==> config.mk <==
export PLATFORM = sky130hd
export DESIGN_NAME = rbt_core
export DESIGN_NICKNAME = d
export VERILOG_FILES = /design/src/rtl/rbt_pkg.sv /design/src/rtl/rbt_fifo.sv /design/src/rtl/rbt_core.sv
export SDC_FILE = /design/constraint.sdc
export NUM_CORES = 1
export LEC_CHECK = 0
export BUFFER_PORTS_ARGS = -buffer_cell sky130_fd_sc_hd__buf_2
export CORE_AREA = 2 2 218 220
export DETAILED_ROUTE_END_ITERATION = 8
export DIE_AREA = 0 0 220 222
export PLACE_DENSITY = 0.63
export SETUP_SLACK_MARGIN = 0.4
export SLEW_MARGIN = 20
export SYNTH_ARGS = -nofsm -noshare
export SYNTH_HDL_FRONTEND = slang
export SYNTH_SLANG_ARGS = --single-unit
==> constraint.sdc <==
create_clock -name sys_clk -period 11.9 [get_ports sys_clk]
set_input_delay 2.975 -clock sys_clk [delete_from_list [all_inputs] [get_ports sys_clk]]
set_output_delay 2.975 -clock sys_clk [all_outputs]
set_load 0.01 [all_outputs]
==> src/rtl/rbt_pkg.sv <==
package rbt_pkg;

    // Port geometry
    localparam int BUS_WIDTH   = 18;
    localparam int PIPE_STAGES = 3;
    localparam int SNOOP_DEPTH = 16;
    localparam int LEVEL_WIDTH = 5;
    localparam int CNT_WIDTH   = 16;

    // Register offsets, byte addresses
    localparam logic [7:0] ADDR_CTRL     = 8'h00;
    localparam logic [7:0] ADDR_STATUS   = 8'h04;
    localparam logic [7:0] ADDR_SNOOP    = 8'h08;
    localparam logic [7:0] ADDR_AB_HOLD  = 8'h0c;
    localparam logic [7:0] ADDR_BA_HOLD  = 8'h10;
    localparam logic [7:0] ADDR_AB_COUNT = 8'h14;
    localparam logic [7:0] ADDR_BA_COUNT = 8'h18;

    // Control field positions and reset values
    localparam int CTRL_SNOOP_EN_BIT  = 0;
    localparam int CTRL_SNOOP_SRC_BIT = 1;
    localparam logic CTRL_SNOOP_EN_RST  = 1'b0;
    localparam logic CTRL_SNOOP_SRC_RST = 1'b0;

    // Status field positions
    localparam int STAT_LEVEL_LSB   = 0;
    localparam int STAT_EMPTY_BIT   = 8;
    localparam int STAT_FULL_BIT    = 9;
    localparam int STAT_OVF_BIT     = 10;
    localparam int STAT_SEL_BIT     = 11;
    localparam int STAT_A_DRIVE_BIT = 12;
    localparam int STAT_B_DRIVE_BIT = 13;
    localparam int SNOOP_VALID_BIT  = 31;

    // Reset values of the data path
    localparam logic [BUS_WIDTH-1:0] HOLD_RST  = 18'h00000;
    localparam logic [CNT_WIDTH-1:0] COUNT_RST = 16'h0000;

endpackage

==> src/rtl/rbt_fifo.sv <==
`timescale 1ns/1ps
module rbt_fifo #(
    parameter int WIDTH = 18,
    parameter int DEPTH = 16
) (
    // Clock and reset
    input  wire logic                       sys_clk,
    input  wire logic                       rst,
    // Filling side
    input  wire logic                       in_valid,
    output wire logic                       in_ready,
    input  wire logic [WIDTH-1:0]           in_data,
    // Draining side
    output wire logic                       out_valid,
    input  wire logic                       out_ready,
    output wire logic [WIDTH-1:0]           out_data,
    // Fill level
    output wire logic [$clog2(DEPTH):0]     level
);

    localparam int PW = $clog2(DEPTH);

    logic [WIDTH-1:0] mem [DEPTH];
    logic [PW-1:0]    wr_ptr;
    logic [PW-1:0]    rd_ptr;
    logic [PW:0]      count;

    wire push = in_valid && in_ready;
    wire pop  = out_valid && out_ready;

    // Honest flags straight from the count
    assign in_ready  = (count != DEPTH[PW:0]);
    assign out_valid = (count != '0);
    assign out_data  = mem[rd_ptr];
    assign level     = count;

    // Storage has no reset, only pointers and count do
    always_ff @(posedge sys_clk) begin
        if (push) begin
            mem[wr_ptr] <= in_data;
        end
    end

    // Pointers wrap naturally at a power-of-two depth
    always_ff @(posedge sys_clk) begin
        if (rst) begin
            wr_ptr <= '0;
            rd_ptr <= '0;
            count  <= '0;
        end else begin
            if (push) begin
                wr_ptr <= wr_ptr + 1'b1;
            end
            if (pop) begin
                rd_ptr <= rd_ptr + 1'b1;
            end
            if (push && !pop) begin
                count <= count + 1'b1;
            end else if (pop && !push) begin
                count <= count - 1'b1;
            end
        end
    end

endmodule

==> src/rtl/rbt_core.sv <==
// Overview of operation
// - Ports A and B are 18 bits wide each and bit n of one port moves only to bit n of the other.
// - A-to-B data passes through exactly one holding register before it appears on B.
// - A register loads only on a rising edge of its clock and only while its direction's clock enable is low.
// - The A-to-B register is loaded only by the A-to-B clock, never by either B-to-A clock.
// - B-to-A stages are loaded only by the stage-one and stage-two B-to-A clocks.
// - With the A-to-B clock enable high B holds, with it low a rising A-to-B clock copies A onto B.
// - With the B-to-A clock enable high, A keeps its level whatever clocks, path select or B do.
// - With path select high and clock enable low, a stage-two rising edge copies B straight onto A.
// - With path select low, B-to-A data runs through a four-stage pipeline.
// - In pipeline mode a B value needs three stage-one edges and one stage-two edge to reach A.
// - Each direction has its own active-low output enable and clock enable, driven independently.
//
// Added by the designer: the placing of the registers and the address-and-strobe port.
`timescale 1ns/1ps
module rbt_core
    import rbt_pkg::*;
(
    // Clock and reset
    input  wire logic                          sys_clk,
    input  wire logic                          rst,
    // Port A pins
    input  wire logic [rbt_pkg::BUS_WIDTH-1:0] a_in,
    output wire logic [rbt_pkg::BUS_WIDTH-1:0] a_out,
    output wire logic                          a_oe_n,
    // Port B pins
    input  wire logic [rbt_pkg::BUS_WIDTH-1:0] b_in,
    output wire logic [rbt_pkg::BUS_WIDTH-1:0] b_out,
    output wire logic                          b_oe_n,
    // A-to-B direction controls
    input  wire logic                          a_to_b_clock,
    input  wire logic                          a_to_b_clock_enable_n,
    input  wire logic                          a_to_b_output_enable_n,
    // B-to-A direction controls
    input  wire logic                          b_to_a_stage_one_clock,
    input  wire logic                          b_to_a_stage_two_clock,
    input  wire logic                          b_to_a_clock_enable_n,
    input  wire logic                          b_to_a_output_enable_n,
    input  wire logic                          path_select,
    // Register port
    input  wire logic [7:0]                    reg_addr,
    input  wire logic [31:0]                   reg_wdata,
    input  wire logic                          reg_wr,
    input  wire logic                          reg_rd,
    output wire logic [31:0]                   reg_rdata,
    // Snoop buffer back-pressure
    output wire logic                          snoop_ready
);

    import rbt_pkg::*;

    // Edge history of the three device clocks
    logic ab_clk_q;
    logic s1_clk_q;
    logic s2_clk_q;

    // Holding registers
    logic [BUS_WIDTH-1:0] ab_hold;
    logic [BUS_WIDTH-1:0] ba_hold;
    logic [BUS_WIDTH-1:0] pipe [PIPE_STAGES];

    // Software visible state
    logic                 snoop_en;
    logic                 snoop_src;
    logic                 overflow;
    logic [CNT_WIDTH-1:0] ab_count;
    logic [CNT_WIDTH-1:0] ba_count;
    logic [31:0]          rdata_q;

    // Next values
    logic [CNT_WIDTH-1:0] next_ab_count;
    logic [CNT_WIDTH-1:0] next_ba_count;
    logic                 next_overflow;

    // Snoop buffer wiring
    logic [BUS_WIDTH-1:0]   fifo_in_data;
    logic                   fifo_in_valid;
    logic                   fifo_in_ready;
    logic                   fifo_out_valid;
    logic                   fifo_pop;
    logic [BUS_WIDTH-1:0]   fifo_out_data;
    logic [LEVEL_WIDTH-1:0] fifo_level;

    // Rising edges of the sampled device clocks
    // Device clocks are plain inputs here: high and low phases must each
    // last one system clock, or the edge is lost
    // Trade-off: one clock domain inside, a lower ceiling on pin clock rate
    wire ab_rise = a_to_b_clock && !ab_clk_q;
    wire s1_rise = b_to_a_stage_one_clock && !s1_clk_q;
    wire s2_rise = b_to_a_stage_two_clock && !s2_clk_q;

    // Load strobes, each gated by its own direction's enable
    wire ab_load = ab_rise && !a_to_b_clock_enable_n;
    wire s1_load = s1_rise && !b_to_a_clock_enable_n;
    wire s2_load = s2_rise && !b_to_a_clock_enable_n;

    // Stage-two source: B directly, or the last stage-one stage
    wire [BUS_WIDTH-1:0] ba_src = path_select ? b_in : pipe[PIPE_STAGES-1];

    // Register port decode
    // ADDR_CTRL snoop enable and source, read-write
    // ADDR_STATUS buffer level, flags and pin state; overflow write-one-clear
    // ADDR_SNOOP read pops one buffered word, top bit marks it valid
    // ADDR_AB_HOLD and ADDR_BA_HOLD holding registers, read only
    // ADDR_AB_COUNT and ADDR_BA_COUNT load counts, any write clears
    // Only the snoop read has a side effect; other reads are free
    wire sel_ctrl     = (reg_addr == ADDR_CTRL);
    wire sel_status   = (reg_addr == ADDR_STATUS);
    wire sel_snoop    = (reg_addr == ADDR_SNOOP);
    wire sel_ab_hold  = (reg_addr == ADDR_AB_HOLD);
    wire sel_ba_hold  = (reg_addr == ADDR_BA_HOLD);
    wire sel_ab_count = (reg_addr == ADDR_AB_COUNT);
    wire sel_ba_count = (reg_addr == ADDR_BA_COUNT);

    wire wr_ctrl      = reg_wr && sel_ctrl;
    wire wr_status    = reg_wr && sel_status;
    wire wr_ab_count  = reg_wr && sel_ab_count;
    wire wr_ba_count  = reg_wr && sel_ba_count;
    wire ovf_clear    = wr_status && reg_wdata[STAT_OVF_BIT];

    // Pins: output enables follow the controls directly, low means driving
    // The pad ring floats a port while its enable is high; the holding
    // registers behind it keep loading, so data is ready once it drives
    // Enables are not registered, so a port turns on in the same cycle
    assign a_out  = ba_hold;
    assign b_out  = ab_hold;
    assign a_oe_n = b_to_a_output_enable_n;
    assign b_oe_n = a_to_b_output_enable_n;

    // Edge history; device clocks are sampled as ordinary inputs
    always_ff @(posedge sys_clk) begin
        if (rst) begin
            ab_clk_q <= 1'b0;
            s1_clk_q <= 1'b0;
            s2_clk_q <= 1'b0;
        end else begin
            ab_clk_q <= a_to_b_clock;
            s1_clk_q <= b_to_a_stage_one_clock;
            s2_clk_q <= b_to_a_stage_two_clock;
        end
    end

    // A-to-B holding register, the single stage in this direction
    always_ff @(posedge sys_clk) begin
        if (rst) begin
            ab_hold <= HOLD_RST;
        end else if (ab_load) begin
            ab_hold <= a_in;
        end
    end

    // Stage-one pipeline; loads whatever the select, which keeps it primed
    // for a switch to pipeline mode without waiting for fresh edges
    // In direct mode the chain still shifts, but nothing reads its end
    generate
        for (genvar i = 0; i < PIPE_STAGES; i++) begin : g_stage
            always_ff @(posedge sys_clk) begin
                if (rst) begin
                    pipe[i] <= HOLD_RST;
                end else if (s1_load) begin
                    pipe[i] <= (i == 0) ? b_in : pipe[(i == 0) ? 0 : i-1];
                end
            end
        end
    endgenerate

    // Stage-two register drives A in both modes
    always_ff @(posedge sys_clk) begin
        if (rst) begin
            ba_hold <= HOLD_RST;
        end else if (s2_load) begin
            ba_hold <= ba_src;
        end
    end

    // Snoop source: loads of either direction, picked by software
    assign fifo_in_data  = snoop_src ? ba_src : a_in;
    assign fifo_in_valid = snoop_en && (snoop_src ? s2_load : ab_load);
    assign fifo_pop      = reg_rd && sel_snoop;
    assign snoop_ready   = fifo_in_ready;

    // Buffer between the data path and software; a full buffer drops the
    // word rather than stall the pins, since the pins must never wait
    // Overflow is sticky so a drop is never missed between status reads
    rbt_fifo #(
        .WIDTH (BUS_WIDTH),
        .DEPTH (SNOOP_DEPTH)
    ) u_snoop (
        .sys_clk   (sys_clk),
        .rst       (rst),
        .in_valid  (fifo_in_valid),
        .in_ready  (fifo_in_ready),
        .in_data   (fifo_in_data),
        .out_valid (fifo_out_valid),
        .out_ready (fifo_pop),
        .out_data  (fifo_out_data),
        .level     (fifo_level)
    );

    // Counters and sticky flag; a new event beats a clear in the same cycle
    // so no load is ever lost to a software clear
    always_comb begin
        next_ab_count = wr_ab_count ? COUNT_RST : ab_count;
        next_ba_count = wr_ba_count ? COUNT_RST : ba_count;
        next_overflow = ovf_clear ? 1'b0 : overflow;
        if (ab_load) begin
            next_ab_count = next_ab_count + 1'b1;
        end
        if (s2_load) begin
            next_ba_count = next_ba_count + 1'b1;
        end
        if (fifo_in_valid && !fifo_in_ready) begin
            next_overflow = 1'b1;
        end
    end

    // Control fields, written only from the register port
    always_ff @(posedge sys_clk) begin
        if (rst) begin
            snoop_en  <= CTRL_SNOOP_EN_RST;
            snoop_src <= CTRL_SNOOP_SRC_RST;
        end else if (wr_ctrl) begin
            snoop_en  <= reg_wdata[CTRL_SNOOP_EN_BIT];
            snoop_src <= reg_wdata[CTRL_SNOOP_SRC_BIT];
        end
    end

    // Sticky overflow flag
    always_ff @(posedge sys_clk) begin
        if (rst) begin
            overflow <= 1'b0;
        end else begin
            overflow <= next_overflow;
        end
    end

    // Load counters; they wrap silently, software reads them as deltas
    always_ff @(posedge sys_clk) begin
        if (rst) begin
            ab_count <= COUNT_RST;
            ba_count <= COUNT_RST;
        end else begin
            ab_count <= next_ab_count;
            ba_count <= next_ba_count;
        end
    end

    // Read words, assembled before the registered return
    wire [31:0] ctrl_word;
    wire [31:0] status_word;
    wire [31:0] snoop_word;
    wire [31:0] read_word;

    assign ctrl_word = {30'h00000000, snoop_src, snoop_en};

    // A driven sits at bit 13 above B driven at bit 12, the reverse of the STAT_ positions
    assign status_word = {18'h00000,
                          !b_to_a_output_enable_n,  // A driven
                          !a_to_b_output_enable_n,  // B driven
                          path_select,
                          overflow,
                          !fifo_in_ready,
                          !fifo_out_valid,
                          3'h0,
                          fifo_level};

    // Bit 31 tells software whether the popped word was real
    assign snoop_word = {fifo_out_valid, 13'h0000,
                         fifo_out_valid ? fifo_out_data : HOLD_RST};

    // Data registers widened to the bus word, high bits zero
    wire [31:0] ab_hold_word;
    wire [31:0] ba_hold_word;
    wire [31:0] ab_count_word;
    wire [31:0] ba_count_word;

    assign ab_hold_word  = {14'h0000, ab_hold};
    assign ba_hold_word  = {14'h0000, ba_hold};
    assign ab_count_word = {16'h0000, ab_count};
    assign ba_count_word = {16'h0000, ba_count};

    // Unmapped offsets read as zero; a priority chain is safe here since
    // the selects come from one address and never overlap
    assign read_word = sel_ctrl     ? ctrl_word :
                       sel_status   ? status_word :
                       sel_snoop    ? snoop_word :
                       sel_ab_hold  ? ab_hold_word :
                       sel_ba_hold  ? ba_hold_word :
                       sel_ab_count ? ab_count_word :
                       sel_ba_count ? ba_count_word :
                       32'h00000000;

    // Read data stands only in the cycle after the strobe
    always_ff @(posedge sys_clk) begin
        if (rst) begin
            rdata_q <= 32'h00000000;
        end else if (reg_rd) begin
            rdata_q <= read_word;
        end else begin
            rdata_q <= 32'h00000000;
        end
    end

    assign reg_rdata = rdata_q;

endmodule

==> results of run 1 <==
-- layout by cell type, fill, tap and decap left out, types with 11 or more instances in the layout --
| master | count |
|---|---|
| sky130_fd_sc_hd__a211oi_1 | 20 |
| sky130_fd_sc_hd__a21oi_1 | 49 |
| sky130_fd_sc_hd__a21oi_2 | 13 |
| sky130_fd_sc_hd__a22oi_1 | 21 |
| sky130_fd_sc_hd__and3_1 | 62 |
| sky130_fd_sc_hd__buf_2 | 116 |
| sky130_fd_sc_hd__buf_4 | 33 |
| sky130_fd_sc_hd__clkbuf_1 | 19 |
| sky130_fd_sc_hd__clkbuf_16 | 47 |
| sky130_fd_sc_hd__conb_1 | 13 |
| sky130_fd_sc_hd__dfxtp_1 | 108 |
| sky130_fd_sc_hd__edfxtp_1 | 342 |
| sky130_fd_sc_hd__ha_1 | 11 |
| sky130_fd_sc_hd__mux2i_1 | 33 |
| sky130_fd_sc_hd__mux4_2 | 72 |
| sky130_fd_sc_hd__nand2_1 | 83 |
| sky130_fd_sc_hd__nand3_1 | 23 |
| sky130_fd_sc_hd__nand4_1 | 14 |
| sky130_fd_sc_hd__nor2_1 | 101 |
| sky130_fd_sc_hd__nor2_2 | 14 |
| sky130_fd_sc_hd__nor2b_1 | 17 |
| sky130_fd_sc_hd__o21ai_0 | 20 |
| sky130_fd_sc_hd__o22ai_1 | 30 |
| sky130_fd_sc_hd__xnor2_1 | 19 |
| sky130_fd_sc_hd__xor2_1 | 14 |
-- state kept, by name, summed over array words and instances, names as in the netlist, 5 cells and up, named ones only --
| signal | count |
|---|---|
| a_out | 18 |
| u_snoop.level | 5 |
| pipe | 54 |
| reg_rdata | 19 |
| b_out | 18 |
| ba_count | 16 |
| ab_count | 16 |
| u_snoop.mem | 288 |
-- power by group through the flow --
| stage | clock network (uW) | registers [uW] | logic (uW) |
|---|---|---|---|
| after CTS | 1420 | 1720 | 113 |
| after global routing | 1480 | 1720 | 125 |
| after global placement | 0 | 1760 | 109 |
| after floorplan | 0 | 1760 | 62.3 |
| final | 1400 | 1720 | 115 |
| after detailed placement | 0 | 1760 | 112 |
-- cell type report --
type	count	area (sq um)	area share, %
Sequential cell	452	12500	58.8
Multi-Input combinational cell	722	5660	26.7
Clock buffer	73	1340	6.31
Timing Repair Buffer	149	828	3.90
Tap cell	607	759	3.58
Clock inverter	11	113	0.531
Inverter	10	37.5	0.177
-- per-stage QoR --
stage	util (%)	instances	hold slack (ps)	area, sq um	total power, uW
finish	45.9	2024	483	21200	3240
global route	45.9	2024	491	21200	3330
CTS	45.7	2024	483	21200	3250
detailed placement	42.6	1940	474	19700	1870
global placement	42.6	1940	457	19700	1870
floorplan	-	1274	446	18500	1820
-- per-layer routing --
| layer | wire length, um | part of all wire (%) |
|---|---|---|
| met1 | 20600 | 44 |
| met2 | 21900 | 47 |
| met3 | 3170 | 6.8 |
| met4 | 993 | 2.1 |
| met5 | 0 | 0 |
-- logic make-up after synthesis --
kind of cell	count (synthesis)	synth area share [%]
and+or+nand+nor	367	9.96
muxes	113	11.1
buffers and inverters	100	2.49
xor gates and xnor gates	33	1.57
adders and majority gates	12	0.856
DFF	452	67.7
other	1	0.0204
AOI/OAI and AO/OA	184	6.32
-- worst max-delay path by stage --
| stage | start | end | cells past startpoint |
|---|---|---|---|
| after floorplan | b_to_a_output_enable_n | a_oe_n | 1 |
| after CTS | a_to_b_output_enable_n | b_oe_n | 2 |
| after global placement | reg_addr[4] | u_snoop.level[4] | 12 |
| after detailed placement | reg_addr[4] | u_snoop.level[4] | 12 |
| final | a_to_b_output_enable_n | b_oe_n | 2 |
| after global routing | a_to_b_output_enable_n | b_oe_n | 2 |
==> reports/summary.md, run 1 <==
• Final Net Count: 1480
• dominant cells by area after synthesis: sky130_fd_sc_hd__edfxtp_1 (56%), sky130_fd_sc_hd__dfxtp_1 (12%), sky130_fd_sc_hd__mux4_2 (8.8%)
• cell depth of the worst hold path: 2
• maximum number of pins on one net before global-route repair: 70
• Port-buffer cells: 116
• data arrival at the endpoint of the critical path: 3220 ps
• grt met3 use: 2.85%
• share of layout cells above drive strength 1: 23.9%
• startpoint class of the critical path: input port
• highest clock rate: 162 MHz
• static leakage power: 0.00737 uW
• placeable core region: 46300 sq um
• clock network power share: 43.2%
• library cell contributing the largest single delay on the critical path: sky130_fd_sc_hd__buf_2
• worst max-slew margin expressed relative to the limit: 30.4%
• count of endpoints failing setup in the final report: 0
• internal power summed over all cells: 2560 uW
• CTS Root Cell: sky130_fd_sc_hd__clkbuf_16
• highest ir drop seen on vdd: 0.113 mV
• busiest layer in global routing: met2
• worst slack after detailed placement: 5650 ps
• critical path fanouts, max: 2
• number of buffers added to fix hold violations after cts: 0
• I/O pin count: 159
• Critical Path End Type: primary output
• fin. max-slew vios: 0
• number of filler instances in the final layout: 4071
• P_sw: 677 uW
• worst path cell trace: buf_2 > buf_2
• final clock period utilization by the worst path: 52.0%
• number of gates given a new drive strength after cts: 0
• list of most frequent post-synthesis cells: sky130_fd_sc_hd__edfxtp_1 (342), sky130_fd_sc_hd__nor2_1 (114), sky130_fd_sc_hd__dfxtp_1 (110)
• final hold vios: 0
• vias in the first global route: 10900
• clock tree from TritonCTS: yes
• post-synthesis instance total: 1262
• reg-to-reg slack, setup: 8410 ps
• die width: 220 um
• Vert. Die Dim: 222 um
• flop and latch count out of synthesis: 452
• synth-to-layout area growth: 15.1%
• Worst Setup Path Type: input port to primary output
• Yosys warning total: 0
• fraction of power spent switching nets: 20.9%
• starting utilization of the core area: 39.8%
• Slew @ Worst Pin: 1040 ps
• CTS HTree Levels: 2
• clk sink count: 452
• Initial DRT Pass Iterations: 5
• most instantiated flip-flop cell in the synthesis netlist: sky130_fd_sc_hd__edfxtp_1
• EDFF count, synth: 342
• Yosys top cell by area: sky130_fd_sc_hd__edfxtp_1
• count of max-cap constraint violations: 0
• mean post-synth cell area: 14.6 sq um
• path depth of the worst reg2reg path: 11
• PnR worst setup slack: 5710 ps
• result of the run: finished clean
• source of the worst register-to-register timing path: snoop_src
• cell class contributing the biggest share of worst-path delay: buffers and inverters
• placer's final routability congestion estimate: 0.871
• Routed wire per std cell: 23.1 um
• number of clock buffers inserted by TritonCTS: 45
• Max stage delay on crit path: 130 ps
• unrepaired setup endpoints after global routing: no
• CTS clk-pin slew, worst paths: 60 ps
• combinational cell fraction of total power: 3.6%
• first-pass GRT wire length: 68.9 mm
• number of antenna violations at the first check in global routing: 0
• FP Rows: 79
• total standard cell area after synthesis: 18400 sq um
• Worst Hold Path EP: b_out[5]
• Total Negative Setup Slacks: 0 ps
• n_diodes: 0
• destination of the worst register-to-register timing path: u_snoop.level[4]
• sum of net half-perimeters after detailed placement: 29.5 mm
• count of distinct cell types in the synthesized netlist: 55
• remaining global-route overflow: 0
• number of nets with antenna violations after routing: 0
• proportion of synthesized flip-flops having asynchronous set or reset: 0%
• kind of path behind the tightest hold check: register to register
• number of buffers and inverters on the critical path: 2
• share of Yosys cell area claimed by the top area cell type: 55.7%
• Tot GR Track Use: 18.9%
• power per standard cell area: 153 nW/um^2
• global routing usage on met1: 27.7%
• post-synthesis sequential area ratio: 67.7%
• clk_lat worst skew: 560 ps
• setup repair bufs after CTS: 0
• cell occurring most often along the worst timing path: sky130_fd_sc_hd__buf_2
• aggregate routed wire length: 46.7 mm
• origin of the worst min-delay path: b_out[5]
• die footprint: 48800 sq um
• most used standard cell by instance count after synthesis: sky130_fd_sc_hd__edfxtp_1
• met2 global-route usage: 29.6%
• setup skew after layout: 15.6 ps
• DRC marker count from the first detailed-route iteration: 1018
• post-route DRC violation count: 0
• total via count after detailed routing: 11300
• ratio of routed vias to standard cells: 5.60
• fraction of power consumed by sequential logic: 53.2%
• post-layout minimum cycle time: 6190 ps
• data required time of the critical path: 8930 ps
• maximum buffer depth of the clock tree: 3
No activity file was read; power rests on OpenSTA's default activity.
==> inputs of run 2 (changes only) <==
--- a/config.mk
+++ b/config.mk
@@ -9,7 +9,7 @@
 export CORE_AREA = 2 2 218 220
 export DETAILED_ROUTE_END_ITERATION = 8
 export DIE_AREA = 0 0 220 222
-export PLACE_DENSITY = 0.63
+export PLACE_DENSITY = 0.65
 export SETUP_SLACK_MARGIN = 0.4
 export SLEW_MARGIN = 20
 export SYNTH_ARGS = -nofsm -noshare
==> constraint.sdc (replaced) <==
create_clock -name sys_clk -period 5.1 [get_ports sys_clk]
set_input_delay 1.275 -clock sys_clk [delete_from_list [all_inputs] [get_ports sys_clk]]
set_output_delay 1.275 -clock sys_clk [all_outputs]
set_load 0.01 [all_outputs]
==> run 2 against run 1 <==
  * Clock skew rose by 6.6 ps
  * Count of clock-buffer cells in the layout is 13 lower
  * Register-to-register slack worse by 6900 ps
  * Worst hold slack lost 2.6 ps
  * Global-route usage barely moved
  * Cell area rose by 0.39%
  * Sequential share of layout area decreased by 0.23 points
  * Via count shrank 0.24%
  * Sequential power increased by 130%
  * First-iteration DRC count increased by 11%
  * Critical path depth is 9 higher
  * Highest routed layer unchanged
==> reports/summary.md, run 2 (synthesis results as in run 1) <==
• result of the run: finished clean, unchanged
• Total Negative Setup Slacks: 0 ps, unchanged
• count of max-cap constraint violations: 0, unchanged
• number of antenna violations at the first check in global routing: 3, was 0
• highest clock rate: 273 MHz
• most common cell after layout, fill and taps aside: sky130_fd_sc_hd__edfxtp_1, unchanged
• max reg flops: 288, unchanged
• data arrival at the endpoint of the critical path: 4150 ps, was 3220 ps
• starting utilization of the core area: 39.8%, unchanged
• clk_lat worst skew: 580 ps, was 560 ps
• maximum buffer depth of the clock tree: 3, unchanged
• Port-buffer cells: 116, unchanged
• number of gates given a new drive strength after cts: 0, unchanged
• final hold vios: 0, unchanged
• Final Net Count: 1492, was 1480
• I/O pin count: 159, unchanged
• total via count after detailed routing: 11300, about the same
• Layout Cells excl Fill: 2033, was 2024
• share of layout cells above drive strength 1: 24.4%, was 23.9%
• Slew @ Worst Pin: 1100 ps, was 1040 ps
• number of clock buffers inserted by TritonCTS: 46, was 45
• Initial DRT Pass Iterations: 5, unchanged
• kind of path behind the tightest hold check: register to register, unchanged
• sum of net half-perimeters after detailed placement: 30.9 mm, was 29.5 mm
• aggregate routed wire length: 46.6 mm, was 46.7 mm
• maximum number of pins on one net before global-route repair: 57, was 70
• final clock period utilization by the worst path: 71.7%
• die footprint: 48800 sq um, unchanged
• setup repair bufs after CTS: 0, unchanged
• highest ir drop seen on vdd: 0.264 mV, was 0.113 mV
• worst max-slew margin expressed relative to the limit: 26.5%, was 30.4%
• Worst Setup Path Type: input port to register, was input port to primary output
• cell total after placement: 1951, was 1940
• post-layout minimum cycle time: 3660 ps
• startpoint class of the critical path: input port, unchanged
• Critical Path End Type: register, was primary output
• Routed wire per std cell: 22.9 um, was 23.1 um
• DRC marker count from the first detailed-route iteration: 1129, was 1018
• post-route DRC violation count: 0, unchanged
• critical path fanouts, max: 9, was 2
• Tot GR Track Use: 18.9%, about the same
• most frequent cells in the layout: sky130_fd_sc_hd__edfxtp_1 (342), sky130_fd_sc_hd__buf_2 (116), sky130_fd_sc_hd__dfxtp_1 (108), sky130_fd_sc_hd__nor2_1 (101), sky130_fd_sc_hd__nand2_1 (83), unchanged
• CTS HTree Levels: 2, unchanged
• placer's final routability congestion estimate: 0.888, was 0.871
• static leakage power: 0.00743 uW, was 0.00737 uW
• fin. max-slew vios: 0, unchanged
• unrepaired setup endpoints after global routing: no, unchanged
• FP Rows: 79, unchanged
• ratio of routed vias to standard cells: 5.56, was 5.60
• number of nets with antenna violations after routing: 0, unchanged
• placeable core region: 46300 sq um, unchanged
• setup skew after layout: 22.2 ps, was 15.6 ps
• CTS clk-pin slew, worst paths: 60 ps, about the same
• CTS Root Cell: sky130_fd_sc_hd__clkbuf_16, unchanged
• overall power consumption: 7490 uW, was 3240 uW
• data required time of the critical path: 5590 ps, was 8930 ps
• vias in the first global route: 11100, was 10900
• power per standard cell area: 352 nW/um^2, was 153 nW/um^2
• remaining global-route overflow: 0, unchanged
• number of buffers added to fix hold violations after cts: 0, unchanged
• clk sink count: 452, unchanged
• die width: 220 um, unchanged
• count of endpoints failing setup in the final report: 0, unchanged
• Vert. Die Dim: 222 um, unchanged
• clock tree from TritonCTS: yes, unchanged
• post-layout utilization of the core: 46.0%, was 45.9%
• synth-to-layout area growth: 15.6%, was 15.1%
• most flop-heavy register: u_snoop.mem, unchanged
• first-pass GRT wire length: 68.8 mm, was 68.9 mm
run 2: cell types whose count changed in the layout (fill, tap and decap cells not counted), sizes merged:
cell    before  now
buf        149  160
bufinv       2    1
clkbuf      73   60
clkinv       6   17
diode        0    2
inv         11   10
run 2: layout make-up:
type | count | area (sq um)
diodes | 2 | 5.00
clock buffers | 60 | 1250
clock inverters | 20 | 178
fillers | 4027 | 25000
inverters | 10 | 37.5
multi-input cells | 722 | 5650
flip-flops and latches | 452 | 12500
well taps | 607 | 759
repair buffers | 160 | 936
run 2: per-layer routing:
metal,part of all wire (%),wire [um],GRT usage [%]
met1,43,20000,27.1
met2,47,21800,29.5
met3,7.5,3470,3.24
met4,2.7,1270,6.02
met5,0,0,0
run 2: worst paths after layout:
path	startpoint	end	slack, ps	depth (start not counted)
worst max-delay path	a_to_b_clock_enable_n	u_snoop.level[4]	1440	11
worst min-delay path	b_out[3]	b_out[3]	480	2
worst max register to register	snoop_src	u_snoop.level[4]	1560	11
worst min register to register	b_out[3]	b_out[3]	480	2
run 2: critical path: stages:
cell	delay [ps]
sky130_fd_sc_hd__buf_2	120
sky130_fd_sc_hd__or4b_4	550
sky130_fd_sc_hd__a221oi_4	500
sky130_fd_sc_hd__ha_1	280
sky130_fd_sc_hd__inv_1	110
sky130_fd_sc_hd__fa_1	410
sky130_fd_sc_hd__a21o_1	190
sky130_fd_sc_hd__a21oi_1	180
sky130_fd_sc_hd__xnor2_1	100
sky130_fd_sc_hd__or3_1	300
sky130_fd_sc_hd__a21oi_1	140
run 2: stage by stage:
stage	setup slack [ps]	hold slack, ps	area (sq um)
3_3_place_gp	930	461	19800
2_1_floorplan	1020	446	18500
3_5_place_dp	897	472	19800
5_1_grt	1330	509	21300
4_1_cts	1490	480	21300
6_report	1440	480	21300
run 2: where the power goes:
group | total (uW) | leakage, uW | switching [uW] | internal, uW
combinational | 271 | 0.00268 | 190 | 80.5
clock | 3200 | 0.000694 | 1410 | 1790
sequential | 4020 | 0.00405 | 26.4 | 4000
total | 7490 | 0.00743 | 1620 | 5870
==> inputs of run 3 (changes only) <==
--- a/config.mk
+++ b/config.mk
@@ -9,7 +9,7 @@
 export CORE_AREA = 2 2 218 220
 export DETAILED_ROUTE_END_ITERATION = 8
 export DIE_AREA = 0 0 220 222
-export PLACE_DENSITY = 0.65
+export PLACE_DENSITY = 0.63
 export SETUP_SLACK_MARGIN = 0.4
 export SLEW_MARGIN = 20
 export SYNTH_ARGS = -nofsm -noshare
==> constraint.sdc (replaced) <==
create_clock -name sys_clk -period 3.55 [get_ports sys_clk]
set_input_delay 0.8875 -clock sys_clk [delete_from_list [all_inputs] [get_ports sys_clk]]
set_output_delay 0.8875 -clock sys_clk [all_outputs]
set_load 0.01 [all_outputs]
==> run 3 against run 2 <==
  * Clock skew decreased by 10 ps
  * Sequential share of layout area decreased by 0.81 points
  * Non-clock buffer count increased by 18
  * First-iteration DRC count decreased by 3.2%
  * Register-to-register slack got worse by 1000 ps
==> reports/summary.md, run 3 (synthesis results as in run 1) <==
• number of antenna violations at the first check in global routing: 2, was 3
• Critical Path End Type: register, unchanged
• number of clock buffers inserted by TritonCTS: 46, unchanged
• path depth of the worst reg2reg path: 11, unchanged
• Final Net Count: 1510, was 1492
• final hold vios: 0, unchanged
• source of the worst register-to-register timing path: u_snoop.level[2], was snoop_src
• maximum number of pins on one net before global-route repair: 56, was 57
• Vert. Die Dim: 222 um, unchanged
• highest ir drop seen on vdd: 0.337 mV, was 0.264 mV
• most flop-heavy register: u_snoop.mem, unchanged
• count of endpoints failing setup in the final report: 0, unchanged
• CTS clk-pin slew, worst paths: 60 ps, about the same
• post-route DRC violation count: 0, unchanged
• first-pass GRT wire length: 67.9 mm, was 68.8 mm
• Tot GR Track Use: 18.6%, was 18.9%
• final clock period utilization by the worst path: 84.8%
• starting utilization of the core area: 39.8%, unchanged
• total via count after detailed routing: 11200, was 11300
• placeable core region: 46300 sq um, unchanged
• Initial DRT Pass Iterations: 5, unchanged
• most frequent cells in the layout: sky130_fd_sc_hd__edfxtp_1 (342), sky130_fd_sc_hd__buf_2 (116), sky130_fd_sc_hd__dfxtp_1 (108), sky130_fd_sc_hd__nor2_1 (101), sky130_fd_sc_hd__nand2_1 (83), unchanged
• setup repair bufs after CTS: 0, unchanged
• Worst Hold Path EP: overflow, was b_out[3]
• highest clock rate: 332 MHz
• CTS Root Cell: sky130_fd_sc_hd__clkbuf_16, unchanged
• FP Rows: 79, unchanged
• power per standard cell area: 508 nW/um^2, was 352 nW/um^2
• clk_lat worst skew: 550 ps, was 580 ps
• data required time of the critical path: 4020 ps, was 5590 ps
• I/O pin count: 159, unchanged
• number of nets with antenna violations after routing: 0, unchanged
• die width: 220 um, unchanged
• DRC marker count from the first detailed-route iteration: 1093, was 1129
• clk sink count: 452, unchanged
• worst max-slew margin expressed relative to the limit: 29.2%, was 26.5%
• ratio of routed vias to standard cells: 5.46, was 5.56
• Slew @ Worst Pin: 1050 ps, was 1100 ps
• kind of path behind the tightest hold check: register to register, unchanged
• destination of the worst register-to-register timing path: u_snoop.level[4], unchanged
• aggregate routed wire length: 45.6 mm, was 46.6 mm
• data arrival at the endpoint of the critical path: 3480 ps, was 4150 ps
• Routed wire per std cell: 22.2 um, was 22.9 um
• synth-to-layout area growth: 17.2%, was 15.6%
• most common cell after layout, fill and taps aside: sky130_fd_sc_hd__edfxtp_1, unchanged
• max reg flops: 288, unchanged
• startpoint class of the critical path: register, was input port
• fin. max-slew vios: 0, unchanged
• count of max-cap constraint violations: 0, unchanged
• share of layout cells above drive strength 1: 25.4%, was 24.4%
• Total Negative Setup Slacks: 0 ps, unchanged
• result of the run: finished clean, unchanged
• critical path fanouts, max: 5, was 9
• static leakage power: 0.00755 uW, was 0.00743 uW
• worst path cell trace: or4_1 > o2111a_1 > nand2_1 > ha_2 > inv_2 > fa_2 > a21o_1 > a21oi_2 > xnor2_1 > or3_1 > a21oi_1, was buf_2 > or4b_4 > a221oi_4 > ha_1 > inv_1 > fa_1 > a21o_1 > a21oi_1 > xnor2_1 > or3_1 > a21oi_1
• unrepaired setup endpoints after global routing: no, unchanged
• die footprint: 48800 sq um, unchanged
• Worst Setup Path Type: register to register, was input port to register
• remaining global-route overflow: 0, unchanged
• setup skew after layout: 12.2 ps, was 22.2 ps
• number of filler instances in the final layout: 4022, was 4027
• CTS HTree Levels: 2, unchanged
• number of gates given a new drive strength after cts: 0, unchanged
• number of buffers added to fix hold violations after cts: 0, unchanged
• Port-buffer cells: 116, unchanged
• vias in the first global route: 10900, was 11100
• sum of net half-perimeters after detailed placement: 31.3 mm, was 30.9 mm
• placer's final routability congestion estimate: 0.884, was 0.888
• origin of the worst min-delay path: overflow, was b_out[3]
• cell depth of the worst hold path: 2, unchanged
• clock tree from TritonCTS: yes, unchanged
• overall power consumption: 11000 uW, was 7490 uW
• library cell contributing the largest single delay on the critical path: sky130_fd_sc_hd__or4_1, was sky130_fd_sc_hd__or4b_4
• Max stage delay on crit path: 590 ps, was 550 ps
• maximum buffer depth of the clock tree: 3, unchanged
• post-layout minimum cycle time: 3010 ps
• reg-to-reg slack, setup: 540 ps, was 1560 ps
run 3: changes by cell type in the layout (fill, tap and decap cells not counted), sizes merged:
cell / delta
buf: +18
bufinv: +3
clkbuf: -4
clkinv: +4
clkinvlp: +1
inv: +1
run 3: final cells by class:
class | count | area (sq um) | area share, %
multi-input combinational | 722 | 5670 | 26.3
clock inverter | 29 | 246 | 1.14
antenna | 2 | 5.00 | 0.0232
sequential | 452 | 12500 | 57.8
tap | 607 | 759 | 3.52
timing repair buffer | 178 | 1150 | 5.31
inverter | 10 | 37.5 | 0.174
clock buffer | 56 | 1250 | 5.80
run 3: worst max-delay path by stage:
stage | endpoint | start | depth (start not counted) | slack (ps)
global route | u_snoop.level[4] | u_snoop.level[2] | 11 | 440
finish | u_snoop.level[4] | u_snoop.level[2] | 11 | 540
global placement | ba_count[14] | reg_addr[5] | 9 | 170
detailed placement | ba_count[12] | reg_addr[5] | 9 | 140
CTS | u_snoop.level[4] | u_snoop.level[2] | 11 | 560
floorplan | u_snoop.level[4] | a_to_b_clock_enable_n | 10 | 250
run 3: power by group:
group,total [uW],switching [uW],internal [uW]
registers,5770,34.5,5740
logic,397,272,125
clock network,4800,2000,2800
run 3: through the flow:
step                      worst slack (ps)  utilization [%]  area, sq um  hold WS, ps  instances
after global placement                 168             43.4        20100          460       1969
after global routing                   438             46.7        21600          506       2056
after floorplan                        248                -        18500          446       1274
after CTS                              562             46.6        21600          481       2054
final                                  540             46.7        21600          477       2056
after detailed placement               138             43.4        20100          472       1969
run 3: worst max-delay path, delay by kind of cell, from the launching register on:
family | cells | cell delay, ps
buffers and inverters | 1 | 70
DFF | 1 | 350
xor gates and xnor gates | 1 | 100
and+or+nand+nor | 3 | 1060
adders and majority gates | 2 | 600
AOI/OAI and AO/OA | 4 | 760
run 3: metal layers:
layer	GRT usage, %	vias up	wire [um]
li1	-	5114	-
met1	26.6	5670	20100
met2	29.3	357	21700
met3	2.36	87	2410
met4	6.21	0	1390
met5	0	-	0
